<file path="src/include/cmb_defs.svh">
// Register map, field positions and object type codes of the mailbox command block.
// Assumes byte addresses on an 8-bit APB address and 32-bit data.
`ifndef CMB_DEFS_SVH
`define CMB_DEFS_SVH

// ****************************************
// Register offsets (three words per mailbox: mode, control and status; plus the group abort and group transfer words)
// ****************************************
`define CMB_MODE_BASE   8'h00
`define CMB_CTRL_BASE   8'h20
`define CMB_STAT_BASE   8'h40
`define CMB_GABORT      8'h60
`define CMB_GXFER       8'h64

// ****************************************
// Field positions
// ****************************************
`define CMB_DLC_LSB     16
`define CMB_RTR_BIT     20
`define CMB_ABORT_BIT   22
`define CMB_XFER_BIT    23
`define CMB_ABORTED_BIT 22
`define CMB_READY_BIT   23
`define CMB_PEND_BIT    24
`define CMB_TYPE_LSB    0
`define CMB_PRIO_LSB    16

// ****************************************
// Object types and reset values
// ****************************************
`define CMB_OT_OFF      3'h0
`define CMB_OT_RX       3'h1
`define CMB_OT_RXOVR    3'h2
`define CMB_OT_TX       3'h3
`define CMB_OT_CONS     3'h4
`define CMB_OT_PROD     3'h5
`define CMB_MODE_RESET  32'h0000_0000

`endif

</file>
<file path="src/include/cmb_pkg.sv">
// Types shared by the mailbox command block modules.
// Assumes nothing beyond a SystemVerilog compiler.
package cmb_pkg;
  typedef logic [3:0] cmb_dlc_type;
  typedef logic [3:0] cmb_prio_type;
  typedef logic [2:0] cmb_otype_type;
  typedef enum logic [1:0] {
    SEQ_IDLE,
    SEQ_REQ,
    SEQ_SEND
  } cmb_seq_state_type;
endpackage

</file>
<file path="src/include/cmb_links_if.sv">
// Interfaces between the mailbox top, its command decoder and its arbiter.
// Assumes all three run on the same clock.
`timescale 1ns/100ps
`default_nettype none

// ****************************************
// Decoded one-shot commands
// ****************************************
interface cmb_cmd_if #(parameter int N = 8);
  logic [N-1:0]        xfer;
  logic [N-1:0]        abort;
  cmb_pkg::cmb_dlc_type dlc;
  logic                rtr;
  modport drv (output xfer, output abort, output dlc, output rtr);
  modport mbx (input xfer, input abort, input dlc, input rtr);
endinterface

// ****************************************
// Transmit arbitration
// ****************************************
interface cmb_arb_if #(parameter int N = 8);
  logic [N-1:0]         req;
  cmb_pkg::cmb_prio_type prio [N];
  logic                 grant_valid;
  logic [$clog2(N)-1:0] grant_idx;
  modport arb (input req, input prio, output grant_valid, output grant_idx);
  modport mbx (output req, output prio, input grant_valid, input grant_idx);
endinterface

`default_nettype wire

</file>
<file path="src/hw/cmb_mailbox_top.sv">
// Mailbox command handling: APB registers, per-mailbox state, transmit sequencing.
// Assumes a protocol engine on pclk that takes tx_req and reports start, done,
// loss and received frames; its signals need no synchroniser.
//
// Summary of operation
// - Length code is the sent length for transmit and producer, ignored otherwise.
// - Transmit mailbox sends RTR when remote-request written one; no effect elsewhere.
// - Consumer mailbox always sends its frame with RTR set.
// - One consumer mailbox sends the remote frame then takes the answer.
// - Transmit abort cancels request before handover; receive aborts do nothing.
// - Consumer abort cancels the transfer before the remote frame is sent.
// - Producer abort cancels transfer and ignores the next remote frame.
// - Group abort register aborts several mailboxes in one write.
// - Transfer command enables next reception, or restarts overwrite reception.
// - Transmit transfer command sends the prepared data as soon as possible.
// - Consumer transfer command sends a remote frame.
// - Producer transfer command arms it to answer a received remote frame.
// - Transfer command clears the mailbox ready and aborted flags.
// - Simultaneous transmit requests are served in turn, highest priority first.
// - Equal priority goes to the lowest mailbox index.
// - Group transfer register commands several mailboxes in one write.
// - Transmit mailbox sets ready once its data went out.
// - Consumer mailbox sets ready once a message arrived after its remote frame went out.
//
// The implementer's own choices: the APB register port and the placing of the registers.
`timescale 1ns/100ps
`default_nettype none
`include "cmb_defs.svh"

module cmb_mailbox_top #(
  parameter int N = 8
) (
  input  wire logic                  pclk,
  input  wire logic                  presetn,
  input  wire logic                  psel,
  input  wire logic                  penable,
  input  wire logic                  pwrite,
  input  wire logic [7:0]            paddr,
  input  wire logic [31:0]           pwdata,
  output logic [31:0]                prdata,
  output logic                       pready,
  output logic                       pslverr,
  output logic                       tx_req,
  output logic [$clog2(N)-1:0]       tx_mailbox,
  output cmb_pkg::cmb_dlc_type       tx_length,
  output logic                       tx_remote,
  input  wire logic                  tx_start,
  input  wire logic                  tx_done,
  input  wire logic                  tx_fail,
  input  wire logic                  rx_valid,
  input  wire logic [$clog2(N)-1:0]  rx_mailbox,
  input  wire logic                  rx_remote,
  output logic [N-1:0]               mailbox_ready_flag
);
  import cmb_pkg::*;

  localparam int IW = $clog2(N);

  // ****************************************
  // APB slave
  // ****************************************
  logic        pready_reg;
  logic        pslverr_reg;
  logic [31:0] prdata_reg;
  logic        access;
  logic        wr_commit;

  // One wait state: pready rises on the second access cycle
  assign access    = psel & penable;
  assign wr_commit = access & pready_reg & pwrite;

  function automatic logic addr_mapped(input logic [7:0] a);
    addr_mapped = (a[1:0] == 2'b00) && (a < `CMB_GXFER + 8'h04);
  endfunction

  cmb_otype_type mode_type [N];
  cmb_prio_type  mode_prio [N];
  logic [N-1:0]  pending_reg;
  logic [N-1:0]  ready_reg;
  logic [N-1:0]  aborted_reg;
  cmb_dlc_type   dlc_reg   [N];

  function automatic logic [31:0] read_word(input logic [7:0] a);
    read_word = '0;
    for (int i = 0; i < N; i++) begin
      if (a == `CMB_MODE_BASE + 8'(4 * i)) begin
        read_word[`CMB_TYPE_LSB +: 3] = mode_type[i];
        read_word[`CMB_PRIO_LSB +: 4] = mode_prio[i];
      end
      if (a == `CMB_STAT_BASE + 8'(4 * i)) begin
        read_word[`CMB_DLC_LSB +: 4]  = dlc_reg[i];
        read_word[`CMB_ABORTED_BIT]   = aborted_reg[i];
        read_word[`CMB_READY_BIT]     = ready_reg[i];
        read_word[`CMB_PEND_BIT]      = pending_reg[i];
      end
    end
  endfunction

  always_ff @(posedge pclk or negedge presetn) begin
    if (!presetn) begin
      pready_reg <= 1'b0;
    end else begin
      pready_reg <= access & ~pready_reg;
    end
  end

  always_ff @(posedge pclk or negedge presetn) begin
    if (!presetn) begin
      prdata_reg  <= 32'h0000_0000;
      pslverr_reg <= 1'b0;
    end else if (access & ~pready_reg) begin
      prdata_reg  <= pwrite ? 32'h0000_0000 : read_word(paddr);
      pslverr_reg <= ~addr_mapped(paddr);
    end else begin
      pslverr_reg <= 1'b0;
    end
  end

  assign prdata  = prdata_reg;
  assign pready  = pready_reg;
  assign pslverr = pslverr_reg;

  // ****************************************
  // Command decode and arbitration
  // ****************************************
  cmb_cmd_if #(.N(N)) cmd ();
  cmb_arb_if #(.N(N)) arb ();

  cmb_cmd_decode #(.N(N)) u_decode (
    .wr_commit (wr_commit),
    .paddr     (paddr),
    .pwdata    (pwdata),
    .cmd       (cmd)
  );

  cmb_tx_arbiter #(.N(N)) u_arbiter (
    .arb (arb)
  );

  // ****************************************
  // Transmit sequencer
  // ****************************************
  cmb_seq_state_type seq_reg;
  logic [IW-1:0]     cur_reg;
  logic              tx_req_reg;
  cmb_dlc_type       tx_length_reg;
  logic              tx_remote_reg;
  logic              rtr_reg [N];

  assign arb.req = pending_reg;

  // A newer, more urgent request waits until the current one ends
  always_ff @(posedge pclk or negedge presetn) begin
    if (!presetn) begin
      seq_reg       <= SEQ_IDLE;
      cur_reg       <= '0;
      tx_req_reg    <= 1'b0;
      tx_length_reg <= 4'h0;
      tx_remote_reg <= 1'b0;
    end else begin
      case (seq_reg)
        SEQ_IDLE: begin
          if (arb.grant_valid) begin
            seq_reg       <= SEQ_REQ;
            cur_reg       <= arb.grant_idx;
            tx_req_reg    <= 1'b1;
            tx_length_reg <= dlc_reg[arb.grant_idx];
            tx_remote_reg <= rtr_reg[arb.grant_idx];
          end
        end
        SEQ_REQ: begin
          if (tx_start) begin
            seq_reg    <= SEQ_SEND;
            tx_req_reg <= 1'b0;
          end else if (!pending_reg[cur_reg]) begin
            seq_reg    <= SEQ_IDLE;
            tx_req_reg <= 1'b0;
          end
        end
        SEQ_SEND: begin
          // A lost frame stays pending and is arbitrated again
          if (tx_done || tx_fail) begin
            seq_reg <= SEQ_IDLE;
          end
        end
        default: begin
          seq_reg    <= SEQ_IDLE;
          tx_req_reg <= 1'b0;
        end
      endcase
    end
  end

  assign tx_req     = tx_req_reg;
  assign tx_mailbox = cur_reg;
  assign tx_length  = tx_length_reg;
  assign tx_remote  = tx_remote_reg;

  // ****************************************
  // Per-mailbox state
  // ****************************************
  logic [N-1:0] armed_reg;
  logic [N-1:0] skip_reg;
  logic [N-1:0] rx_en_reg;

  for (genvar g = 0; g < N; g++) begin : g_mbx
    logic     on_wire;
    logic     sent;
    logic     rx_data;
    logic     rx_rtr;
    logic     is_tx;
    logic     is_cons;
    logic     is_prod;
    logic     is_rx;
    logic     abort_ok;
    logic     set_ready;
    logic     set_abt;
    logic     serve;

    assign is_tx    = mode_type[g] == `CMB_OT_TX;
    assign is_cons  = mode_type[g] == `CMB_OT_CONS;
    assign is_prod  = mode_type[g] == `CMB_OT_PROD;
    assign is_rx    = mode_type[g] == `CMB_OT_RX || mode_type[g] == `CMB_OT_RXOVR;
    // Once the engine has taken the frame an abort cannot recall it
    assign on_wire  = cur_reg == IW'(g)
                      && (seq_reg == SEQ_SEND || (seq_reg == SEQ_REQ && tx_start));
    assign sent     = seq_reg == SEQ_SEND && tx_done && cur_reg == IW'(g);
    assign rx_data  = rx_valid && !rx_remote && rx_mailbox == IW'(g);
    assign rx_rtr   = rx_valid && rx_remote && rx_mailbox == IW'(g);
    assign abort_ok = cmd.abort[g] && !on_wire && pending_reg[g]
                      && (is_tx || is_cons);
    assign serve    = rx_rtr && is_prod && armed_reg[g] && !skip_reg[g];
    assign set_ready = (rx_data && rx_en_reg[g] && (is_rx || is_cons))
                       || (sent && (is_tx || is_prod));
    assign set_abt  = abort_ok || (cmd.abort[g] && is_prod);

    always_ff @(posedge pclk or negedge presetn) begin
      if (!presetn) begin
        mode_type[g] <= 3'(`CMB_MODE_RESET);
        mode_prio[g] <= 4'h0;
      end else if (wr_commit && paddr == `CMB_MODE_BASE + 8'(4 * g)) begin
        mode_type[g] <= pwdata[`CMB_TYPE_LSB +: 3];
        mode_prio[g] <= pwdata[`CMB_PRIO_LSB +: 4];
      end
    end
    assign arb.prio[g] = mode_prio[g];

    always_ff @(posedge pclk or negedge presetn) begin
      if (!presetn) begin
        dlc_reg[g] <= 4'h0;
        rtr_reg[g] <= 1'b0;
      end else if (cmd.xfer[g]) begin
        // A group transfer carries no length or remote field: keep the prepared ones
        if (is_tx && paddr != `CMB_GXFER) begin
          dlc_reg[g] <= cmd.dlc;
          rtr_reg[g] <= cmd.rtr;
        end else if (is_prod && paddr != `CMB_GXFER) begin
          dlc_reg[g] <= cmd.dlc;
          rtr_reg[g] <= 1'b0;
        end else if (is_cons) begin
          rtr_reg[g] <= 1'b1;
        end
      end
    end

    always_ff @(posedge pclk or negedge presetn) begin
      if (!presetn) begin
        pending_reg[g] <= 1'b0;
      end else if (cmd.xfer[g] && (is_tx || is_cons)) begin
        pending_reg[g] <= 1'b1;
      end else if (abort_ok || (cmd.abort[g] && is_prod && !on_wire)) begin
        pending_reg[g] <= 1'b0;
      end else if (sent) begin
        pending_reg[g] <= 1'b0;
      end else if (serve) begin
        pending_reg[g] <= 1'b1;
      end
    end

    always_ff @(posedge pclk or negedge presetn) begin
      if (!presetn) begin
        armed_reg[g] <= 1'b0;
        skip_reg[g]  <= 1'b0;
      end else if (cmd.xfer[g] && is_prod) begin
        armed_reg[g] <= 1'b1;
        skip_reg[g]  <= 1'b0;
      end else if (cmd.abort[g] && is_prod) begin
        armed_reg[g] <= 1'b0;
        skip_reg[g]  <= 1'b1;
      end else if (rx_rtr && is_prod) begin
        armed_reg[g] <= 1'b0;
        skip_reg[g]  <= 1'b0;
      end
    end

    // Overwrite mode stays open; plain receive and consumer take one message
    always_ff @(posedge pclk or negedge presetn) begin
      if (!presetn) begin
        rx_en_reg[g] <= 1'b0;
      end else if (cmd.xfer[g]) begin
        rx_en_reg[g] <= is_rx;
      end else if (sent && is_cons) begin
        rx_en_reg[g] <= 1'b1;
      end else if (rx_data && mode_type[g] != `CMB_OT_RXOVR) begin
        rx_en_reg[g] <= 1'b0;
      end
    end

    // Hardware set wins over the command clear in the same cycle
    always_ff @(posedge pclk or negedge presetn) begin
      if (!presetn) begin
        ready_reg[g]   <= 1'b0;
        aborted_reg[g] <= 1'b0;
      end else begin
        if (set_ready) begin
          ready_reg[g] <= 1'b1;
        end else if (cmd.xfer[g]) begin
          ready_reg[g] <= 1'b0;
        end
        if (set_abt) begin
          aborted_reg[g] <= 1'b1;
        end else if (cmd.xfer[g]) begin
          aborted_reg[g] <= 1'b0;
        end
      end
    end
  end

  assign mailbox_ready_flag = ready_reg;

endmodule

`default_nettype wire

</file>
<file path="src/hw/cmb_cmd_decode.sv">
// Turns a committed APB write into one-shot transfer and abort commands.
// Assumes the write strobe is high for exactly the committing cycle.
`timescale 1ns/100ps
`default_nettype none
`include "cmb_defs.svh"

module cmb_cmd_decode #(
  parameter int N = 8
) (
  input  wire logic        wr_commit,
  input  wire logic [7:0]  paddr,
  input  wire logic [31:0] pwdata,
  cmb_cmd_if.drv           cmd
);
  import cmb_pkg::*;

  always_comb begin
    cmd.xfer  = '0;
    cmd.abort = '0;
    cmd.dlc   = pwdata[`CMB_DLC_LSB +: 4];
    cmd.rtr   = pwdata[`CMB_RTR_BIT];
    if (wr_commit) begin
      for (int i = 0; i < N; i++) begin
        // Zero bits are no-ops, nothing is stored here
        if (paddr == `CMB_CTRL_BASE + 8'(4 * i)) begin
          cmd.xfer[i]  = pwdata[`CMB_XFER_BIT];
          cmd.abort[i] = pwdata[`CMB_ABORT_BIT];
        end
      end
      if (paddr == `CMB_GABORT) begin
        cmd.abort = pwdata[N-1:0];
      end
      if (paddr == `CMB_GXFER) begin
        cmd.xfer = pwdata[N-1:0];
      end
    end
  end
endmodule

`default_nettype wire

</file>
<file path="src/hw/cmb_tx_arbiter.sv">
// Picks the pending mailbox with the best priority, lowest index on a tie.
// Assumes a smaller priority value means a more urgent mailbox.
`timescale 1ns/100ps
`default_nettype none

module cmb_tx_arbiter #(
  parameter int N = 8
) (
  cmb_arb_if.arb arb
);
  import cmb_pkg::*;

  always_comb begin
    cmb_prio_type best;
    best            = '1;
    arb.grant_valid = 1'b0;
    arb.grant_idx   = '0;
    // Ascending scan with strict compare keeps the lowest index on ties
    for (int i = 0; i < N; i++) begin
      if (arb.req[i] && (!arb.grant_valid || arb.prio[i] < best)) begin
        arb.grant_valid = 1'b1;
        arb.grant_idx   = ($clog2(N))'(i);
        best            = arb.prio[i];
      end
    end
  end
endmodule

`default_nettype wire

</file>
<file path="config.mk">
export PLATFORM = sky130hd
export DESIGN_NAME = cmb_mailbox_top
export DESIGN_NICKNAME = d
export VERILOG_FILES = /design/src/include/cmb_pkg.sv /design/src/include/cmb_links_if.sv /design/src/hw/cmb_mailbox_top.sv /design/src/hw/cmb_cmd_decode.sv /design/src/hw/cmb_tx_arbiter.sv
export VERILOG_INCLUDE_DIRS = /design/src /design/src/include
export SDC_FILE = /design/constraint.sdc
export NUM_CORES = 1
export LEC_CHECK = 0
export BUFFER_PORTS_ARGS = -buffer_cell sky130_fd_sc_hd__clkbuf_2
export CAP_MARGIN = 10
export CORE_ASPECT_RATIO = 1.2
export CORE_MARGIN = 3
export CORE_UTILIZATION = 55
export CTS_CLUSTER_DIAMETER = 150
export DETAILED_ROUTE_END_ITERATION = 8
export MAX_ROUTING_LAYER = met4
export PLACE_DENSITY_LB_ADDON = 0.05
export SYNTH_ARGS = -nofsm -noshare
export SYNTH_HDL_FRONTEND = slang
export SYNTH_SLANG_ARGS = --single-unit
</file>
<file path="constraint.sdc">
create_clock -name pclk -period 10.01 [get_ports pclk]
set_input_delay 0.5005 -clock pclk [delete_from_list [all_inputs] [get_ports pclk]]
set_output_delay 0.5005 -clock pclk [all_outputs]
set_load 0.02 [all_outputs]
</file>
==> impl_metrics.csv <==
group,metric,value,unit
setup_path,critical_path_fanouts_max,6,
drt,drt_first_iter_violations,1265,
clock_network,cts_root_buf,"clkbuf_16",
drt,detail_route.wirelength,38.9,mm
placement,placedInstanceArea,11900,um^2
run_status,run_status,"finished, violations left",
finish,drive_gt1_share,27.1,%
yosys,synth_ff_type,"dfrtp_1",
yosys,synth_seq_cells,167,
sta,worst_slack,-0.0207,ns
sta,finalSetupViolCount,4,
die,die_wd,135,um
setup_path,r2r.worst_path.cells,59,
die,ioPinCount,104,
setup_path,crit_path_frequent_cell,"ha_4",
finish,antenna_cells_inserted,0,
setup_path,start_kind,"flop",
finish,finish.instance_area,13100,um^2
clock_network,cts.hold.buffers_added,0,
run,cap_violations,0,
grt,grt-ovfl-total,0,
clock_network,max-clock-path-buffers,2,
finish,finalNetCount,1416,
setup_path,required,10.35,ns
clock_network,h_tree_depth_reported_by_cts,4,
die,fp.dieH,161,um
setup_path,worst_setup_path_end_kind,"flop",
die,die_area,21800,um^2
drt,via_count,10900,
setup_path,worst-setup-path-type,"reg2reg",
pwr,cellPowerDensity,109,nW/um^2
yosys,ys_types,98,
sta,finalHoldViolations,0,
placement,detailed_place_hpwl,28.1,mm
setup_path,critical_path.max_stage_delay,0.43,ns
placement,place.port_buffers,64,
clock_network,clock_transition_time_at_the_flip_flop_clock_pins_of_the_worst_setup_and_hold_paths,0.07,ns
finish,multiInputGateArea,6820,um^2
die,fp-row-count,56,
drt,ant_nets,0,
run_status,failed_checks,"negative setup slack",
clock_network,clock-sinks,167,
pwr,post-layout-total-power,1.43,mW
grt,grt_pass1_vias,10300,
sta,final.min_clock_period,10.03,ns
setup_path,cp.arrival,10.37,ns
clock_network,clk-insertion-delay-late,0.44,ns
placement,gpl.final_weighted_congestion,0.951,
sta,setup_repair_after_global_routing_missed_its_margin,"true",
yosys,number_of_enable_flip_flop_cells_after_synthesis,0,
drt,first_pass_iters,7,
finish,flow.area_growth_from_synthesis,18.8,%
clock_network,numCtsBuffers,17,
grt,grt_util_all_layers,36.3,%
sta,max_slew.worst_pin.slew,1.06,ns
grt,grt_start_max_net_pins,102,
die,design.core.area,19600,um^2
grt,number_of_antenna_violations_at_the_first_check_in_global_routing,0,
worst_hold_path,min_path_type,"in2async",
setup_path,critical_path.slowest_cell,"or3_4",
sta,fin_crit_sh,100,%
yosys,synth.yosys.seq_area_share,37.9,%
drt,post_drt_via_cell_ratio,6.69,
sta,maxClockFrequency,99.7,MHz
finish,layout.filler_cells,1682,
grt,global_route_wire_length_before_repair,58.9,mm
clock_network,cts_tree,"done",
yosys,post_synth_inst_count,1234,
yosys,netlist_area,11000,um^2
pwr,vdd_ir_max,0.000106,V
sta,timing.max_slew.rel_slack,29.0,%
drt,wire_length_per_cell,23.9,um
pwr,total_leakage_power,5.63,nW
yosys,avgSynthCellArea,8.93,um^2
drt,drc_violations_left,0,
placement,preCtsSetupSlack,-0.261,ns
sta,final-max-slew-violation-count,0,
sta,finClkSkew,0.0123,ns
die,start_util,56.2,%
finish,seq_area,4180,um^2
yosys,ys_async_sr_fraction,100,%
yosys,yosys_warnings,0,
## power breakdown
part | total [mW] | internal, mW | switching (mW)
sequential | 0.679 | 0.676 | 0.00256
combinational | 0.0658 | 0.0124 | 0.0534
clock | 0.684 | 0.379 | 0.305
total | 1.43 | 1.07 | 0.361
## layer usage
layer	GRT usage (%)	vias to the layer above	part of all wire [%]
li1	-	4820	-
met1	45.1	5278	38
met2	58.0	604	48
met3	4.92	177	8.0
met4	18.8	0	6.2
met5	-	-	0
## logic make-up (layout without fill, tap and decap cells)
| logic type | after synthesis | in the layout | share of synthesized area, % |
|---|---|---|---|
| AO/OA/AOI/OAI | 355 | 356 | 22.7 |
| XOR/XNOR | 14 | 14 | 1.18 |
| adder cells (fa/ha/maj) | 12 | 12 | 1.34 |
| buffers and inverters | 113 | 222 | 4.78 |
| flip-flops | 167 | 167 | 37.9 |
| multiplexers | 110 | 110 | 11.3 |
| other | 1 | 22 | 0.0340 |
| AND/OR/NAND/NOR | 462 | 462 | 20.7 |
## cell type report
cell class / count / area share, %
Multi-Input combinational cell: 976 / 52.1
Inverter: 37 / 1.06
Sequential cell: 167 / 31.9
Clock buffer: 17 / 3.25
Tap cell: 261 / 2.49
Clock inverter: 15 / 1.39
Timing Repair Buffer: 153 / 7.77
## worst max-delay path, delay by kind of cell (launching register included)
family | cells | cell delay (ns)
compound gates | 25 | 4.10
fa+ha+maj | 7 | 2.00
buf+inv | 6 | 0.55
flops | 1 | 0.39
mux | 2 | 0.39
simple gates | 19 | 2.50
## cell usage in the layout (no fill, tap or decap), drive strengths merged, types with 7 or more instances in the layout
cell type,synthesis,routed
mux2i,16,16
clkbuf,44,80
a221o,9,9
nor3,32,32
and3,7,7
buf,32,90
nand2,124,124
o31ai,10,10
a21oi,60,61
nor2b,17,17
o21ai,104,104
conb,1,22
and2,14,14
a22oi,43,43
nand4,22,22
a31oi,9,9
a22o,12,12
dfrtp,167,167
ha,11,11
nor3b,12,12
nand3,41,41
nand2b,27,27
o211ai,12,12
xnor2,13,13
nor2,116,116
inv,37,46
o21a,7,7
mux2,92,92
or3,13,13
a21o,9,9
nor4,7,7
## final timing paths
kind | from | end | slack (ns)
worst min-delay path | presetn | arb.prio[5]$_DFFE_PN0P_ | 0.14
worst min register to register | prdata[19]$_DFFE_PN0P_ | prdata[19]$_DFFE_PN0P_ | 0.49
worst max register to register | arb.req[0]$_DFFE_PN0P_ | tx_length[1]$_DFFE_PN0P_ | -0.02
min in group pclk | tx_fail | seq_reg[1]$_DFFE_PN0P_ | 0.29
max in group asynchronous | presetn | aborted_reg[5]$_DFFE_PN0P_ | 8.43
worst max-delay path | arb.req[0]$_DFFE_PN0P_ | tx_length[1]$_DFFE_PN0P_ | -0.02
## cells in the mapped netlist (all sizes together) (10+ instances only)
cell | count | area (um^2)
a21oi | 60 | 315
a22o | 12 | 105
a22oi | 43 | 323
and2 | 14 | 87.6
buf | 32 | 223
clkbuf | 44 | 165
dfrtp | 167 | 4180
ha | 11 | 138
inv | 37 | 139
mux2 | 92 | 1040
mux2i | 16 | 160
nand2 | 124 | 465
nand2b | 27 | 169
nand3 | 41 | 205
nand4 | 22 | 138
nor2 | 116 | 438
nor2b | 17 | 106
nor3 | 32 | 160
nor3b | 12 | 95.1
o211ai | 12 | 104
o21ai | 104 | 524
o31ai | 10 | 80.1
or3 | 13 | 81.3
xnor2 | 13 | 121
## through the flow
stage	utilization (%)	cells	TNS (ns)	hold WS (ns)
after floorplan	-	1255	0	0.205
after global placement	60.8	1574	-0.247	0.469
after detailed placement	60.8	1574	-1.32	0.476
after CTS	64.7	1615	0	0.197
after global routing	66.7	1626	-3.62	0.234
final	66.7	1626	-0.0700	0.145
## timing repair
item / 4_1_cts / 5_1_grt
endpoints found under the hold margin: 0 / 0
gates cloned: 1 / 0
resized for setup: 21 / 59
setup endpoints to repair: 8 / 8
pin swaps: 13 / 44
buffers inserted: 8 / 12
Power figures use the tool's default switching activity.
